$ cat config.mk
export PLATFORM = sky130hd
export DESIGN_NAME = swg_regs
export DESIGN_NICKNAME = d
export VERILOG_FILES = /design/src/include/swg_pkg.sv /design/src/swg_sync.sv /design/src/swg_regs.sv
export VERILOG_INCLUDE_DIRS = /design/src /design/src/include
export SDC_FILE = /design/constraint.sdc
export NUM_CORES = 1
export LEC_CHECK = 0
export BUFFER_PORTS_ARGS = -buffer_cell sky130_fd_sc_hd__buf_2
export CORE_MARGIN = 2
export CORE_UTILIZATION = 30
export DETAILED_ROUTE_END_ITERATION = 16
export MAX_ROUTING_LAYER = met4
export PLACE_DENSITY_LB_ADDON = 0.1
export SETUP_SLACK_MARGIN = 0.3
export SLEW_MARGIN = 15
export SYNTH_ARGS = -nofsm -noshare
export SYNTH_HDL_FRONTEND = slang
export SYNTH_SLANG_ARGS = --single-unit
$ cat constraint.sdc
create_clock -name clk -period 3 [get_ports clk]
set_input_delay 0.15 -clock clk [delete_from_list [all_inputs] [get_ports clk]]
set_output_delay 0.15 -clock clk [all_outputs]
set_load 0.005 [all_outputs]
$ cat src/include/swg_params.svh
// Offsets, field positions, reset values and timing counts of the global id/start/flush bank.
`ifndef SWG_PARAMS_SVH
`define SWG_PARAMS_SVH

// Register addresses in the 8-bit management address space.
`define SWG_ADDR_FAMILY   8'h00
`define SWG_ADDR_ID_START 8'h01
`define SWG_ADDR_GCTRL0   8'h02

// Field positions.
`define SWG_START_BIT     0
`define SWG_BACKOFF_BIT   7
`define SWG_FLUSH_DYN_BIT 5
`define SWG_FLUSH_STA_BIT 4

// Reset values.
`define SWG_REVISION_RST  3'h0
`define SWG_START_RST     1'b0
`define SWG_BACKOFF_RST   1'b0

// Management frame layout.
`define SWG_PREAMBLE_ONES 6'h20
`define SWG_HDR_LAST      4'hB
`define SWG_DATA_LAST     4'hF
`define SWG_OP_READ       2'h2
`define SWG_OP_WRITE      2'h1

// Configuration memory layout and strap settle count.
`define SWG_EE_LAST_ADDR  8'h02
`define SWG_STRAP_SETTLE  2'h3

`endif

$ cat src/include/swg_pkg.sv
// Types shared by the global id/start/flush bank.
package swg_pkg;

  // Management frame receiver states.
  typedef enum logic [2:0] {
    SM_PRE = 3'b000,
    SM_ST  = 3'b001,
    SM_HDR = 3'b010,
    SM_TA  = 3'b011,
    SM_RD  = 3'b100,
    SM_WR  = 3'b101
  } swg_smi_state_t;

  // Configuration memory loader states.
  typedef enum logic [1:0] {
    EE_WAIT = 2'b00,
    EE_REQ  = 2'b01,
    EE_DATA = 2'b10,
    EE_DONE = 2'b11
  } swg_ee_state_t;

  // Decoded frame header: opcode, device address and register address.
  typedef struct packed {
    logic [1:0] op;
    logic [4:0] phy_addr_field;
    logic [4:0] reg_addr_field;
  } swg_hdr_t;

  // Request handed to the address table for a flush.
  typedef struct packed {
    logic       active;
    logic [4:0] port_mask;
  } swg_flush_t;

endpackage

$ cat src/swg_sync.sv
// Two-stage synchroniser for pins that arrive from outside the clock domain.
`timescale 1ns/1ps
module swg_sync #(
  parameter int W = 4
) (
  // Clock and reset.
  input  wire logic         clk,
  input  wire logic         rst_b,
  // Asynchronous inputs and their synchronised copies.
  input  wire logic [W-1:0] async_in,
  output logic      [W-1:0] sync_out
);

  logic [W-1:0] meta_q;  // First stage, read only by the second stage.

  // One pair of flops per bit; the first flop feeds nothing but the second.
  for (genvar i = 0; i < W; i++) begin : g_bit
    always_ff @(posedge clk) begin
      if (!rst_b) begin
        meta_q[i]   <= 1'b0;
        sync_out[i] <= 1'b0;
      end else begin
        meta_q[i]   <= async_in[i];
        sync_out[i] <= meta_q[i];
      end
    end
  end

endmodule

$ cat src/swg_regs.sv
// Global id, start-switch and table-flush registers behind the serial management port.
//
// Summary of operation
// Revision field bits 3:1 read zero.
// Writing start bit starts switch in host mode.
// Start bit zero keeps switch idle.
// Strap (0,0) auto-starts after memory read attempt.
// No memory found keeps all defaults.
// Load memory only if id bytes check.
// Board never straps (1,1) in use.
// Control bit 7 selects alternative back-off.
// Control bit 5 triggers self-clearing dynamic flush.
// Dynamic flush only learning-disabled ports.
// Control bit 4 triggers self-clearing static flush.
// Static flush single-port unicast, learning-disabled entries.
// Address is phy bits 4,3,0 plus register.
// Upper data byte reads zero, writes ignored.
// Flush bits read one until done.
`timescale 1ns/1ps
`include "swg_params.svh"
module swg_regs
  import swg_pkg::*;
#(
  parameter logic [7:0] FAMILY_CODE = 8'hA5,  // Arbitrary value.
  parameter logic [3:0] CHIP_CODE   = 4'h3    // Arbitrary value.
) (
  // Clock and reset.
  input  wire logic       clk,
  input  wire logic       rst_b,
  // Management pins.
  input  wire logic       mdc,
  input  wire logic       mdio_i,
  output logic            mdio_o,
  output logic            mdio_oe,
  // Mode straps.
  input  wire logic       mode_strap_high,
  input  wire logic       mode_strap_low,
  // Configuration memory byte port.
  input  wire logic       ee_present,
  output logic            ee_req,
  output logic [7:0]      ee_addr,
  input  wire logic       ee_rvalid,
  input  wire logic [7:0] ee_rdata,
  // Switch core controls.
  output logic            switch_start,
  output logic            backoff_alt,
  input  wire logic [4:0] learn_dis,
  output swg_flush_t      flush_dyn,
  input  wire logic       flush_dyn_done,
  output swg_flush_t      flush_sta,
  input  wire logic       flush_sta_done
);

  ////////////////////////////////////////////////////////////////////////////
  // Pin synchronisation and strap capture.

  logic [3:0]     pins_s;       // Synchronised mdc, mdio, straps.
  logic           mdc_prev_q;   // Previous synchronised clock level.
  logic           mdc_rise;     // One-cycle pulse on a management clock rise.
  logic [1:0]     settle_q;     // Wait for the synchroniser to fill.
  logic [1:0]     strap_q;      // Straps captured after reset release.
  logic           strap_ok_q;   // Straps have been captured.
  logic           host_mode;    // Straps select a host-started switch.

  swg_sync #(.W(4)) u_sync (
    .clk      (clk),
    .rst_b    (rst_b),
    .async_in ({mdc, mdio_i, mode_strap_high, mode_strap_low}),
    .sync_out (pins_s)
  );

  // Edges are ignored until the straps are caught. The synchroniser leaves reset low while the
  // management clock may idle high, and that would otherwise look like a false rise.
  assign mdc_rise  = pins_s[3] & ~mdc_prev_q & strap_ok_q;
  assign host_mode = strap_ok_q & (strap_q[1] ^ strap_q[0]);

  // The straps are caught a few cycles after release so the synchroniser holds real levels.
  always_ff @(posedge clk) begin
    if (!rst_b) begin
      mdc_prev_q <= 1'b0;
      settle_q   <= 2'h0;
      strap_q    <= 2'h0;
      strap_ok_q <= 1'b0;
    end else begin
      mdc_prev_q <= pins_s[3];
      if (!strap_ok_q) begin
        if (settle_q == `SWG_STRAP_SETTLE) begin
          strap_q    <= pins_s[1:0];
          strap_ok_q <= 1'b1;
        end else begin
          settle_q <= settle_q + 2'h1;
        end
      end
    end
  end

  ////////////////////////////////////////////////////////////////////////////
  // Management frame receiver and transmitter.

  swg_smi_state_t smi_q;        // Frame state.
  logic [5:0]     ones_q;       // Preamble ones, saturating.
  logic [3:0]     cnt_q;        // Bit counter inside a field.
  logic [11:0]    hdr_q;        // Header shift register.
  swg_hdr_t       hdr_w;        // Header including the current bit.
  logic           is_read_q;    // Frame is a read.
  logic [7:0]     addr_q;       // Register address of the frame.
  logic [15:0]    sh_q;         // Data shift register, both directions.
  logic           wr_q;         // One-cycle register write strobe.
  logic [7:0]     wr_data_q;    // Low byte of the written data.
  logic [7:0]     rd_data;      // Register read mux.

  assign hdr_w = swg_hdr_t'({hdr_q[10:0], pins_s[2]});

  // Bits are sampled on clock rises; read data changes on the same rise so the host
  // sees it settled for a management period less three clocks before its next rise.
  always_ff @(posedge clk) begin
    if (!rst_b) begin
      smi_q     <= SM_PRE;
      ones_q    <= 6'h00;
      cnt_q     <= 4'h0;
      hdr_q     <= 12'h000;
      is_read_q <= 1'b0;
      addr_q    <= 8'h00;
      sh_q      <= 16'h0000;
      wr_q      <= 1'b0;
      wr_data_q <= 8'h00;
      mdio_o    <= 1'b0;
      mdio_oe   <= 1'b0;
    end else begin
      wr_q <= 1'b0;
      if (mdc_rise) begin
        case (smi_q)
          SM_PRE: begin
            // Count ones; a zero after enough ones is the first start bit.
            if (pins_s[2]) begin
              if (ones_q != `SWG_PREAMBLE_ONES) begin
                ones_q <= ones_q + 6'h01;
              end
            end else if (ones_q == `SWG_PREAMBLE_ONES) begin
              smi_q <= SM_ST;
            end else begin
              ones_q <= 6'h00;
            end
          end
          SM_ST: begin
            ones_q <= 6'h00;
            cnt_q  <= 4'h0;
            smi_q  <= pins_s[2] ? SM_HDR : SM_PRE;
          end
          SM_HDR: begin
            hdr_q <= hdr_w;
            cnt_q <= cnt_q + 4'h1;
            if (cnt_q == `SWG_HDR_LAST) begin
              cnt_q  <= 4'h0;
              // Only frames whose device address has bits 2:1 set belong to this bank.
              addr_q <= {hdr_w.phy_addr_field[4:3], hdr_w.phy_addr_field[0],
                         hdr_w.reg_addr_field};
              if (hdr_w.phy_addr_field[2:1] == 2'h3 && hdr_w.op == `SWG_OP_READ) begin
                is_read_q <= 1'b1;
                smi_q     <= SM_TA;
              end else if (hdr_w.phy_addr_field[2:1] == 2'h3 &&
                           hdr_w.op == `SWG_OP_WRITE) begin
                is_read_q <= 1'b0;
                smi_q     <= SM_TA;
              end else begin
                smi_q <= SM_PRE;
              end
            end
          end
          SM_TA: begin
            // First turnaround bit leaves the line free; the second is driven low on reads.
            cnt_q <= cnt_q + 4'h1;
            if (cnt_q == 4'h0) begin
              mdio_oe <= is_read_q;
              mdio_o  <= 1'b0;
            end else begin
              cnt_q <= 4'h0;
              if (is_read_q) begin
                mdio_o <= 1'b0;
                sh_q   <= {7'h00, rd_data, 1'b0};
                smi_q  <= SM_RD;
              end else begin
                smi_q <= SM_WR;
              end
            end
          end
          SM_RD: begin
            cnt_q <= cnt_q + 4'h1;
            if (cnt_q == `SWG_DATA_LAST) begin
              mdio_oe <= 1'b0;
              mdio_o  <= 1'b0;
              smi_q   <= SM_PRE;
            end else begin
              mdio_o <= sh_q[15];
              sh_q   <= {sh_q[14:0], 1'b0};
            end
          end
          SM_WR: begin
            cnt_q <= cnt_q + 4'h1;
            sh_q  <= {sh_q[14:0], pins_s[2]};
            if (cnt_q == `SWG_DATA_LAST) begin
              // The upper byte is shifted through and dropped.
              wr_q      <= 1'b1;
              wr_data_q <= {sh_q[6:0], pins_s[2]};
              smi_q     <= SM_PRE;
            end
          end
          default: begin
            smi_q <= SM_PRE;
          end
        endcase
      end
    end
  end

  ////////////////////////////////////////////////////////////////////////////
  // Configuration memory loader.

  swg_ee_state_t  ee_q;         // Loader state.
  logic [7:0]     ee_b0_q;      // Stored family byte.
  logic [7:0]     ee_b1_q;      // Stored id byte.
  logic           ee_load_q;    // One-cycle pulse: checked image loads control byte.
  logic [7:0]     ee_b2_q;      // Control byte to load.

  // Only the (0,0) straps read the memory; other straps skip straight to done.
  always_ff @(posedge clk) begin
    if (!rst_b) begin
      ee_q      <= EE_WAIT;
      ee_req    <= 1'b0;
      ee_addr   <= 8'h00;
      ee_b0_q   <= 8'h00;
      ee_b1_q   <= 8'h00;
      ee_b2_q   <= 8'h00;
      ee_load_q <= 1'b0;
    end else begin
      ee_load_q <= 1'b0;
      case (ee_q)
        EE_WAIT: begin
          if (strap_ok_q) begin
            if (strap_q == 2'h0 && ee_present) begin
              ee_q <= EE_REQ;
            end else begin
              ee_q <= EE_DONE;
            end
          end
        end
        EE_REQ: begin
          ee_req <= 1'b1;
          ee_q   <= EE_DATA;
        end
        EE_DATA: begin
          if (ee_rvalid) begin
            ee_req <= 1'b0;
            if (ee_addr == 8'h00) begin
              ee_b0_q <= ee_rdata;
            end else if (ee_addr == 8'h01) begin
              ee_b1_q <= ee_rdata;
            end else begin
              ee_b2_q <= ee_rdata;
            end
            if (ee_addr == `SWG_EE_LAST_ADDR) begin
              ee_load_q <= (ee_b0_q == FAMILY_CODE) && (ee_b1_q[7:4] == 4'h0);
              ee_q      <= EE_DONE;
            end else begin
              ee_addr <= ee_addr + 8'h01;
              ee_q    <= EE_REQ;
            end
          end
        end
        default: begin
          ee_q <= EE_DONE;
        end
      endcase
    end
  end

  ////////////////////////////////////////////////////////////////////////////
  // Start control and back-off select.

  logic wr_id;   // Write to the id/start register.
  logic wr_gc0;  // Write to global control zero.

  assign wr_id  = wr_q && addr_q == `SWG_ADDR_ID_START;
  assign wr_gc0 = wr_q && addr_q == `SWG_ADDR_GCTRL0;

  // Host mode obeys the start bit; (0,0) starts once the loader is finished.
  // The (1,1) test straps never start, which is safe if the board keeps them out of use.
  always_ff @(posedge clk) begin
    if (!rst_b) begin
      switch_start <= `SWG_START_RST;
    end else if (host_mode && wr_id) begin
      switch_start <= wr_data_q[`SWG_START_BIT];
    end else if (ee_q == EE_DONE && strap_q == 2'h0 && strap_ok_q) begin
      switch_start <= 1'b1;
    end
  end

  // A later host write overrides whatever the memory image loaded.
  always_ff @(posedge clk) begin
    if (!rst_b) begin
      backoff_alt <= `SWG_BACKOFF_RST;
    end else if (wr_gc0) begin
      backoff_alt <= wr_data_q[`SWG_BACKOFF_BIT];
    end else if (ee_load_q) begin
      backoff_alt <= ee_b2_q[`SWG_BACKOFF_BIT];
    end
  end

  ////////////////////////////////////////////////////////////////////////////
  // Flush triggers.

  // A new trigger wins over a done pulse in the same cycle; the mask is the set of
  // learning-disabled ports so the table only drops entries tied to those ports.
  always_ff @(posedge clk) begin
    if (!rst_b) begin
      flush_dyn <= '0;
      flush_sta <= '0;
    end else begin
      if (wr_gc0 && wr_data_q[`SWG_FLUSH_DYN_BIT]) begin
        flush_dyn <= '{active: 1'b1, port_mask: learn_dis};
      end else if (flush_dyn_done) begin
        flush_dyn.active <= 1'b0;
      end
      if (wr_gc0 && wr_data_q[`SWG_FLUSH_STA_BIT]) begin
        flush_sta <= '{active: 1'b1, port_mask: learn_dis};
      end else if (flush_sta_done) begin
        flush_sta.active <= 1'b0;
      end
    end
  end

  // Read mux; unmapped addresses read zero.
  always_comb begin
    if (addr_q == `SWG_ADDR_FAMILY) begin
      rd_data = FAMILY_CODE;
    end else if (addr_q == `SWG_ADDR_ID_START) begin
      rd_data = {CHIP_CODE, `SWG_REVISION_RST, switch_start};
    end else if (addr_q == `SWG_ADDR_GCTRL0) begin
      rd_data = {backoff_alt, 1'b0, flush_dyn.active, flush_sta.active, 4'h0};
    end else begin
      rd_data = 8'h00;
    end
  end
endmodule

Yosys cells after proc, flatten, opt, wreduce, memory -nomap -nowiden
Cells that the tools add are included.
{"block": "word_totals", "regBits": 124, "in_bits": 23}
{"block": "op_classes", "n_bitwise": 10, "mux": 51, "n_reduce_logical": 49, "n_eq_ne": 35, "add_sub_neg": 4}
{"op": "$mux 16", "n": 3}
{"op": "$pmux 16 s3", "n": 1}
{"op": "$mux 8", "n": 3}
{"op": "$reduce_and 4->1", "n": 6}
{"op": "$mux 1", "n": 20}
{"op": "$ne 2x2->1 const B", "n": 10}
{"op": "$mux 6", "n": 3}
{"op": "$reduce_and 3->1", "n": 6}
{"op": "$eq 8x1->1 const B", "n": 2}
{"op": "$eq 8x2->1 const B", "n": 2}
{"op": "$logic_not 8->1", "n": 2}
{"op": "$pmux 4 s4", "n": 1}
{"op": "$reduce_bool 2->1", "n": 8}
{"op": "$mux 3", "n": 5}
{"op": "$pmux 3 s5", "n": 1}
{"op": "$mux 2", "n": 7}
{"op": "$pmux 6 s2", "n": 1}
{"op": "$reduce_and 2->1", "n": 6}
{"op": "$logic_and 1x1->1", "n": 11}
{"op": "$eq 2x2->1 const B", "n": 5}
{"op": "$add 8x1->8 const B", "n": 1}
{"op": "$eq 4x4->1 const B", "n": 2}
{"op": "$eq 8x8->1 const B", "n": 1}
{"op": "$logic_not 4->1", "n": 2}
{"op": "25 further kinds", "n": 40}

Longest topological paths before layout
Gate-level depths: netlist (run 1).
{"block": "depth", "ltp_word": 7, "ltp_mapped": 8}

Hierarchy
A second synthesis (run 1) with hierarchy kept.
{"block": "unflattened", "hier_cells": 518, "area_unflattened_um2": 4659.5}
{"module": "swg_regs", "cells_per_inst": 502, "area_each_um2": 4449.3, "seq_area_each_um2": 2021.9, "instances": 1}
{"module": "swg_sync", "cells_per_inst": 16, "area_each_um2": 210.2, "seq_area_each_um2": 160.2, "instances": 1}

Worst setup path before layout (run 1)
No wires, ideal clock.
{"block": "synth_timing", "kind": "flip-flop to flip-flop", "start": "reg cnt_q[0]", "end": "reg smi_q[0]", "path_slack_ns": 1.256, "stages_incl_launch_ff": 8, "period_less_slack_ns": 1.744, "setup_time_ns": 0.096, "path_buffers": 1, "required_ns": 2.904, "arrival_time_ns": 1.648, "path_cell_list": "dfxtp_1 -> inv_1 -> ha_1 -> nand2b_1 -> nor4_4 -> or4_1 -> buf_2 -> o41ai_2"}
{"block": "synth_via", "elab_chain_cells": 3}
{"item": "start, declared", "line_no": "swg_regs.sv:102", "text": "logic [3:0] cnt_q;"}
{"item": "start signal, assigned", "line_no": "swg_regs.sv:152", "text": "cnt_q <= cnt_q + 4'h1;"}
{"item": "start signal, assigned", "line_no": "swg_regs.sv:172", "text": "cnt_q <= cnt_q + 4'h1;"}
{"item": "start signal, assigned", "line_no": "swg_regs.sv:188", "text": "cnt_q <= cnt_q + 4'h1;"}
{"item": "$eq 4x4->1 (no line) / $logic_not 4->1 (equally long branches)"}
{"item": "$ne 2x2->1 (no line) / $ne 2x1->1 (equally long branches)"}
{"item": "$reduce_and 6->1 (no line) *"}
{"item": "end signal, assigned", "line_no": "swg_regs.sv:148", "text": "smi_q <= pins_s[2] ? SM_HDR : SM_PRE;"}
{"item": "end, declared", "line_no": "swg_regs.sv:100", "text": "swg_smi_state_t smi_q;"}
Every way passes the cells marked *; elsewhere a longest branch is shown, timed or not.
A chain may end at the register's enable or synchronous reset.

Worst setup path in the final report (run 1)
{"block": "layout_timing", "start": "reg smi_q[2]", "end": "reg wr_data_q[0]"}
{"block": "layout_via", "elab_chain_cells": 2}
{"item": "$eq 3x3->1", "line_no": "swg_regs.sv:132", "text": "case (smi_q)"}
{"item": "$reduce_and 3->1 (no line)"}
{"item": "end signal, assigned", "line_no": "swg_regs.sv:204", "text": "wr_data_q <= {sh_q[6:0], pins_s[2]};"}
{"item": "end, declared", "line_no": "swg_regs.sv:109", "text": "logic [7:0] wr_data_q;"}
No other way between the ends.

==> results of run 1 <==
## per-stage QoR
step / instance area, µm² / hold WS [ns] / utilization / instances
floorplan: 4616 / 0.2773 / - / 517
global placement: 4996 / 0.3577 / 0.3299 / 728
detailed placement: 4996 / 0.3628 / 0.3299 / 728
CTS: 5328 / 0.001514 / 0.3518 / 747
global route: 5328 / 0.01543 / 0.3518 / 747
finish: 5328 / 0.01463 / 0.3518 / 747
## synthesized netlist by cell type (4+ instances only)
| library cell | number | area (µm²) |
|---|---|---|
| a211oi_1 | 5 | 37.54 |
| a21oi_1 | 35 | 175.2 |
| and2_1 | 12 | 75.07 |
| buf_2 | 6 | 30.03 |
| clkbuf_1 | 20 | 75.07 |
| dfxtp_1 | 109 | 2182 |
| ha_1 | 10 | 125.1 |
| inv_1 | 15 | 56.30 |
| mux2i_1 | 39 | 390.4 |
| nand2_1 | 68 | 255.2 |
| nand2b_1 | 6 | 37.54 |
| nand3_1 | 12 | 60.06 |
| nand3b_1 | 4 | 30.03 |
| nand4_1 | 18 | 112.6 |
| nand4b_1 | 4 | 35.03 |
| nor2_1 | 60 | 225.2 |
| nor3_1 | 4 | 20.02 |
| nor4_1 | 6 | 37.54 |
| o21ai_0 | 9 | 45.04 |
| o21ai_1 | 17 | 85.08 |
| xnor2_1 | 8 | 70.07 |
| xor2_1 | 5 | 43.79 |
## repair_timing
action	CTS	global route
hold buffers	3	0
endpoints found under the hold margin	3	0
endpoints found under the setup margin	0	0
## cell families (layout without fill, tap and decap cells)
logic type,after synthesis,count (layout),synth area share
AOI/OAI and AO/OA,85,85,0.1158
xor gates and xnor gates,13,13,0.02467
adders and majority gates,10,10,0.02711
buffers and inverters,45,87,0.04147
DFF,109,109,0.4728
muxes,39,39,0.08457
and+or+nand+nor,216,216,0.2337
## registers in the layout, summed over array words and instances (netlist names), 2 cells and up
register         count
ee_addr              8
u_sync.meta_q        4
cnt_q                4
sh_q                16
wr_data_q            4
ee_q                 2
settle_q             2
strap_q              2
u_sync.sync_out      4
addr_q               8
ones_q               6
ee_b0_q              8
flush_sta            6
hdr_q               11
flush_dyn            6
ee_b1_q              4
smi_q                3
## per-layer routing
| metal | vias up | global-route usage | part of all wire | wire length, µm |
|---|---|---|---|---|
| met5 | - | - | 0 | 0 |
| met4 | 0 | 0.03814 | 0.010 | 105 |
| met3 | 6 | 0.03965 | 0.030 | 307 |
| met2 | 43 | 0.2183 | 0.48 | 4908 |
| met1 | 1715 | 0.1633 | 0.48 | 4911 |
| li1 | 1865 | - | - | - |
## power breakdown
part           internal [mW]  switching [mW]  leakage [nW]
Clock                  0.673           0.542         0.142
Combinational         0.0852           0.107          1.10
Sequential              1.49          0.0387         0.880
Total                   2.25           0.688          2.13
## path summary, 6_finish.rpt
| kind | startpoint | to | depth (start not counted) |
|---|---|---|---|
| worst max register to register | smi_q[2]$_SDFFE_PN0P_ | wr_data_q[0]$_SDFFE_PN0P_ | 6 |
| worst max-delay path | smi_q[2]$_SDFFE_PN0P_ | wr_data_q[0]$_SDFFE_PN0P_ | 6 |
| worst min-delay path | mdc | u_sync.meta_q[3]$_SDFF_PN0_ | 2 |
| worst min register to register | u_sync.meta_q[2]$_SDFF_PN0_ | u_sync.sync_out[2]$_SDFF_PN0_ | 1 |
## area by class of cell
cell class / count / area (µm²)
clock buffers: 11 / 242.7
fillers: 1565 / 9818
clock inverters: 5 / 58.81
multi-input cells: 363 / 2242
inverters: 15 / 56.30
well taps: 188 / 235.2
flip-flops and latches: 109 / 2182
repair buffers: 56 / 310.3
## worst max-delay path, stage by stage (launching register included)
cell     delay [ns]
dfxtp_1        0.71
and2b_1        0.23
buf_4          0.26
nand2_1        0.11
nor3_2         0.38
mux2i_1        0.23
nor2_1         0.06
==> results.md, run 1 <==
* First-pass detailed-route iteration total at 5
* Max frequency at 469.4 MHz
* Die span in y at 128.0 µm
* Maximum VDD drop at 0.2836 mV
* Finish-stage setup viols at 0
* Detailed-route wire length at 10,230 µm
* Site row count at 45
* Post-route ant nets at 0
* H-tree levels at 3
* Die Wd at 128.0 µm
* Post-synth ARST share at 0
* Vias/cell at 4.858
* Largest net degree at the start of global routing at 59
* Sum of negative setup slack at 0 ns
* Fin. max-slew vios at 0
* # resized after CTS at 0
* Via count at 3,629
* Iteration-0 DRC count of the detailed router at 159
* Post-place setup slack at 0.8792 ns
* CTS Buf Count at 9
* Initial Util at 0.3048
* WP data arrival at 2.34 ns
* Final Cycle Share at 0.7102
* Vias in the first global route at 3,515
* Fin. Hold Viols at 0
* Setup ws final at 0.8695 ns
* Worst setup EP type: flip-flop
* Syn_nets at 550
* # diodes at 0
* Crit Path Category: flip-flop to flip-flop
* Post-DP HPWL at 6925 µm
* #FFs+latches synth at 109
* Initial antenna violation count at 0
* Area Growth Syn to Fin at 15.42%
* Netlist cell types at 51
* Core area at 0.01515 mm²
* Register area share after synthesis at 0.4728
* RSZ-0062 raised after global routing: no
* MaxCap Viol Count at 0
* Power Density at 550.6 mW/mm²
* Worst-margin pin slew at 0.7790 ns
* Total grt overflow at 0
* Most frequent cells in the layout: 109 x dfxtp_1, 68 x nand2_1, 60 x nor2_1
* Total power at 2.934 mW
* Die area at 0.01639 mm²
* Post-synth EDFFs at 0
* Static Leakage at 2.127 nW
* Clock latency on the worst-skew pair at 0.35 ns
* Top-Level Pins at 48
* Post-Syn Area at 0.004616 mm²
* NumNets Final at 587
* Root Buffer: clkbuf_16
* Wire length per cell at 13.70 µm
* Commonest non-fill, non-tap cell in the layout: dfxtp_1
* Placer Congestion at 0.7053
* Post-route minimum period at 2.130 ns
* Gate Count Post-Synth at 517
* Hold Path Class: primary input to flip-flop
* Num Clock Sinks at 109
* First-pass GRT wire length at 17,170 µm
* Setup Skew at 0.009327 ns
* Share of cells above drive strength 1 at 0.1449
* GRT Total Usage at 0.1346
* Internal reg-to-reg setup slack at 0.87 ns
* Post-CTS Setup Bufs at 0
* Synth warn at 0
* Crit-path max FO at 23
* Outcome: complete, no violations
* Startpoint types: flip-flop
* Worst-path clk slew at 0.07 ns
* CTS Buffer Depth at 2
* WP data required at 3.21 ns
* CTS tree: done
* # DRC at 0
* Avg Inst Size Synth at 8.928 µm²
* Predominant post-synthesis flop cell: dfxtp_1
* Max_slew headroom at 0.4799
* IO Port Bufs at 47
Note: power is estimated with default switching activity, not from simulation.
==> run 2: changes to the inputs <==
--- a/config.mk
+++ b/config.mk
@@ -6,6 +6,7 @@
 export SDC_FILE = /design/constraint.sdc
 export NUM_CORES = 1
 export LEC_CHECK = 0
+export ABC_AREA = 1
 export BUFFER_PORTS_ARGS = -buffer_cell sky130_fd_sc_hd__buf_2
 export CORE_MARGIN = 2
 export CORE_UTILIZATION = 30
==> constraint.sdc (replaced) <==
create_clock -name clk -period 1.8 [get_ports clk]
set_input_delay 0.09 -clock clk [delete_from_list [all_inputs] [get_ports clk]]
set_output_delay 0.09 -clock clk [all_outputs]
set_load 0.005 [all_outputs]
==> results.md, run 2 <==
* Placer Congestion at 0.8453 (was 0.7053)
* #FFs+latches synth at 109 (unchanged)
* Yosys top cell by area: dfxtp_1 (unchanged)
* WP data required at 2.05 ns (was 3.21 ns)
* Internal at 3.833 mW (was 2.246 mW)
* Detailed-route wire length at 11,730 µm (was 10,230 µm)
* Commonest non-fill, non-tap cell in the layout: nand2_1 (was dfxtp_1)
* Setup Skew at 0.005515 ns (was 0.009327 ns)
* Static Leakage at 2.609 nW (was 2.127 nW)
* Xor/xnor share of the synthesized area at 0.007309 (was 0.02467)
* Worst-path clk slew at 0.07 ns (about the same)
* MaxCap Viol Count at 0 (unchanged)
* Register area share after synthesis at 0.4552 (was 0.4728)
* Switching portion of total power at 0.2588 (was 0.2344)
* Initial antenna violation count at 0 (unchanged)
* Fin. Hold Viols at 0 (unchanged)
* CTS Buffer Depth at 2 (unchanged)
* Crit path cell chain: ha_4, nand3_2, inv_2, nand2_1, nand3_2, nor2_4, buf_4, buf_16, o21ai_0, nor2_1 (was and2b_1, buf_4, nand2_1, nor3_2, mux2i_1, nor2_1)
* Largest family of logic cells by synthesized area: simple AND/OR/NAND/NOR gates (unchanged)
* Largest regs: sh_q (16), hdr_q (11) (unchanged)
* Synth top area cells: dfxtp_1 46%, nand2_1 11%, nor2_1 9.8%, o21ai_0 6.7%, inv_1 6.6% (was dfxtp_1 47%, mux2i_1 8.5%, nand2_1 5.5%, nor2_1 4.9%, a21oi_1 3.8%)
* Mux share of post-synthesis cell area at 0.004437 (was 0.08458)
* Max_slew headroom at 0.7225 (was 0.4799)
* NumNets Final at 804 (was 587)
* Top cells by count, synth: 138 x nand2_1, 125 x nor2_1, 109 x dfxtp_1 (was 109 x dfxtp_1, 68 x nand2_1, 60 x nor2_1)
* Max reg flops at 16 (unchanged)
* R2r endpoint: sh_q[13]$_SDFFE_PN0P_ (was wr_data_q[0]$_SDFFE_PN0P_)
* Post-DP HPWL at 7914 µm (was 6925 µm)
* R2R depth at 10 (was 6)
* Largest net degree at the start of global routing at 37 (was 59)
* Hold Path Class: primary input to flip-flop (unchanged)
* Comb pwr share at 0.111 (was 0.066)
* Avg Inst Size Synth at 6.977 µm² (was 8.928 µm²)
* Netlist cell types at 31 (was 51)
* Power Density at 844.9 mW/mm² (was 550.6 mW/mm²)
* First-pass detailed-route iteration total at 4 (was 5)
* Area after DPL at 0.005326 mm² (was 0.004996 mm²)
* RSZ-0062 raised after global routing: yes (was no)
* # fillers at 1,708 (was 1,565)
* Critical-path top delay cell: dfxtp_4 (was dfxtp_1)
* Crit-path max FO at 14 (was 23)
* Post-Syn Area at 0.004793 mm² (was 0.004616 mm²)
* Finish-stage setup viols at 0 (unchanged)
* Area Growth Syn to Fin at 27.70% (was 15.42%)
* Sequential cell area at 0.002203 mm² (was 0.002182 mm²)
* Wire length per cell at 11.82 µm (was 13.70 µm)
* Num Clock Sinks at 109 (unchanged)
* H-tree levels at 3 (unchanged)
* Total grt overflow at 0 (unchanged)
* Sum of negative setup slack at 0 ns (unchanged)
* Iteration-0 DRC count of the detailed router at 237 (was 159)
* Startpoint types: flip-flop (unchanged)
* Clock latency on the worst-skew pair at 0.35 ns (about the same)
* Internal reg-to-reg setup slack at 0.32 ns (was 0.87 ns)
* Max frequency at 676.2 MHz (was 469.4 MHz)
* CTS Buf Count at 9 (unchanged)
* Hold EP: ee_b0_q[0]$_SDFFE_PN0P_ (was u_sync.meta_q[3]$_SDFF_PN0_)
* Post-synth EDFFs at 0 (unchanged)
* Top reg by flops: sh_q (unchanged)
* Die area at 0.01701 mm² (was 0.01639 mm²)
* Die Wd at 130.4 µm (was 128.0 µm)
* Post-synth ARST share at 0 (unchanged)
* Hold_sp: ee_rdata[0] (was mdc)
* GRT Total Usage at 0.1474 (was 0.1346)
* Fin util at 0.3881 (was 0.3518)
* Hold-critical path depth at 3 (was 2)
* Most frequent cells in the layout: 130 x nand2_1, 114 x nor2_1, 100 x dfxtp_1 (was 109 x dfxtp_1, 68 x nand2_1, 60 x nor2_1)
* # diodes at 0 (unchanged)
* Area of the multi-input gates at 0.002347 mm² (was 0.002242 mm²)
* Site row count at 46 (was 45)
* Psw at 1.338 mW (was 687.6 µW)
* Worst path most repeated cell: nand3_2
* Vias in the first global route at 4,122 (was 3,515)
* Outcome: complete, no violations (unchanged)
* Via count at 4,457 (was 3,629)
* Crit Path Category: flip-flop to flip-flop (unchanged)
* Share of cells above drive strength 1 at 0.1959 (was 0.1449)
* Simple-Gate Fraction of Synth Area at 0.2866 (was 0.2337)
* Max incr delay on CP at 0.37 ns (was 0.71 ns)
* Root Buffer: clkbuf_16 (unchanged)
* Synth Area in Adders at 0.02610 (was 0.02711)
* First-pass GRT wire length at 19,400 µm (was 17,170 µm)
* Die span in y at 130.4 µm (was 128.0 µm)
* Worst-margin pin slew at 0.4124 ns (was 0.7790 ns)
* # DRC at 0 (unchanged)
* Clock power frac at 0.389 (was 0.414)
* Top-Level Pins at 48 (unchanged)
* Fin. max-slew vios at 0 (unchanged)
* Critical R2R Launch: cnt_q[0]$_SDFFE_PN0P_ (was smi_q[2]$_SDFFE_PN0P_)
* Most frequent cell after synthesis: nand2_1 (was dfxtp_1)
* Synth warn at 0 (unchanged)
* Post-route ant nets at 0 (unchanged)
* Vias/cell at 4.493 (was 4.858)
* Gate Count Post-Synth at 687 (was 517)
* Maximum VDD drop at 0.6529 mV (was 0.2836 mV)
* Final Cycle Share at 0.8216 (was 0.7102)
* Fin area at 0.006121 mm² (was 0.005328 mm²)
* Syn_nets at 720 (was 550)
* IO Port Bufs at 47 (unchanged)
* WP data arrival at 1.73 ns (was 2.34 ns)
* Complex-gate fraction of the synthesized area at 0.1310 (was 0.1157)
* CTS tree: done (unchanged)
* Worst setup EP type: flip-flop (unchanged)
* Initial Util at 0.3040 (was 0.3048)
* Core area at 0.01577 mm² (was 0.01515 mm²)
* Predominant post-synthesis flop cell: dfxtp_1 (unchanged)
* Register share of total power at 0.500 (was 0.520)
* Post-route minimum period at 1.479 ns (was 2.130 ns)
* Top-area cell type share of the netlist area at 0.4552 (was 0.4728)
[run 2: cell types whose count changed after synthesis, moves of 12 or more]
cell	change
o21ai_1	-16
a21oi_1	+21
clkbuf_1	-12
mux2i_1	-38
nor2_1	+65
nand3_1	+27
nand2_1	+70
o21ai_0	+55
and2_1	-12
inv_1	+69
[run 2: worst max-delay path: cells and delay by family, from the launching register on]
family          cells  cell delay (ns)
simple gates        5             0.34
flops               1             0.37
buf+inv             3             0.37
fa+ha+maj           1             0.15
compound gates      1             0.15
[run 2: timing repair]
action | CTS | global route
pin swaps | 4 | 12
gates cloned | 2 | 2
gates resized for setup | 32 | 48
endpoints found under the hold margin | 15 | 0
hold buffers | 14 | 0
setup endpoints to repair | 62 | 63
buffers inserted | 5 | 13
[run 2: logic make-up (layout without fill, tap and decap cells)]
kind of cell	Yosys count	in the layout
adder cells (fa/ha/maj)	10	10
flip-flops	109	109
multiplexers	2	2
XOR/XNOR	4	4
AO/OA/AOI/OAI	124	124
buffers and inverters	106	193
AND/OR/NAND/NOR	332	334
[run 2: per-layer routing]
layer,wire length (µm),part of all wire,up-vias,global-route usage
met2,5568,0.47,74,0.2350
met1,5492,0.47,2012,0.1851
li1,-,-,2360,-
met4,120,0.010,0,0.03880
met3,548,0.047,11,0.04112
met5,0,0,-,-
[run 2: final cells by class]
class | count | area share
multi-input combinational | 474 | 0.3835
tap | 216 | 0.04415
timing repair buffer | 93 | 0.1116
sequential | 109 | 0.3600
inverter | 84 | 0.05192
clock buffer | 9 | 0.03679
clock inverter | 7 | 0.01206
[run 2: per-stage QoR]
step	hold WS, ns	std cells	worst slack [ns]	power [mW]
final	0.01037	992	0.3211	5.171
after detailed placement	0.2768	940	0.1204	3.140
after global routing	0.01174	992	0.2525	5.491
after floorplan	0.1876	687	0.3425	2.974
after CTS	0.006382	977	0.2992	5.235
after global placement	0.2717	940	0.1164	3.125
[run 2: power groups by stage]
stage	Sequential [mW]	Clock (mW)	Combinational [mW]
2_1_floorplan	2.63	0	0.348
3_3_place_gp	2.64	0	0.486
3_5_place_dp	2.64	0	0.497
4_1_cts	2.58	2.11	0.544
5_1_grt	2.61	2.22	0.666
6_report	2.59	2.01	0.573
[run 2: worst max-delay path by stage]
stage / slack (ns) / startpoint / endpoint
5_1_grt: 0.25 / cnt_q[1]$_SDFFE_PN0P_ / sh_q[12]$_SDFFE_PN0P_
3_3_place_gp: 0.12 / ee_addr[0]$_SDFFE_PN0P_ / ee_b0_q[1]$_SDFFE_PN0P_
4_1_cts: 0.30 / cnt_q[0]$_SDFFE_PN0P_ / sh_q[1]$_SDFFE_PN0P_
3_5_place_dp: 0.12 / ee_addr[0]$_SDFFE_PN0P_ / ee_b0_q[0]$_SDFFE_PN0P_
2_1_floorplan: 0.34 / cnt_q[0]$_SDFFE_PN0P_ / sh_q[11]$_SDFFE_PN0P_
6_report: 0.32 / cnt_q[0]$_SDFFE_PN0P_ / sh_q[13]$_SDFFE_PN0P_
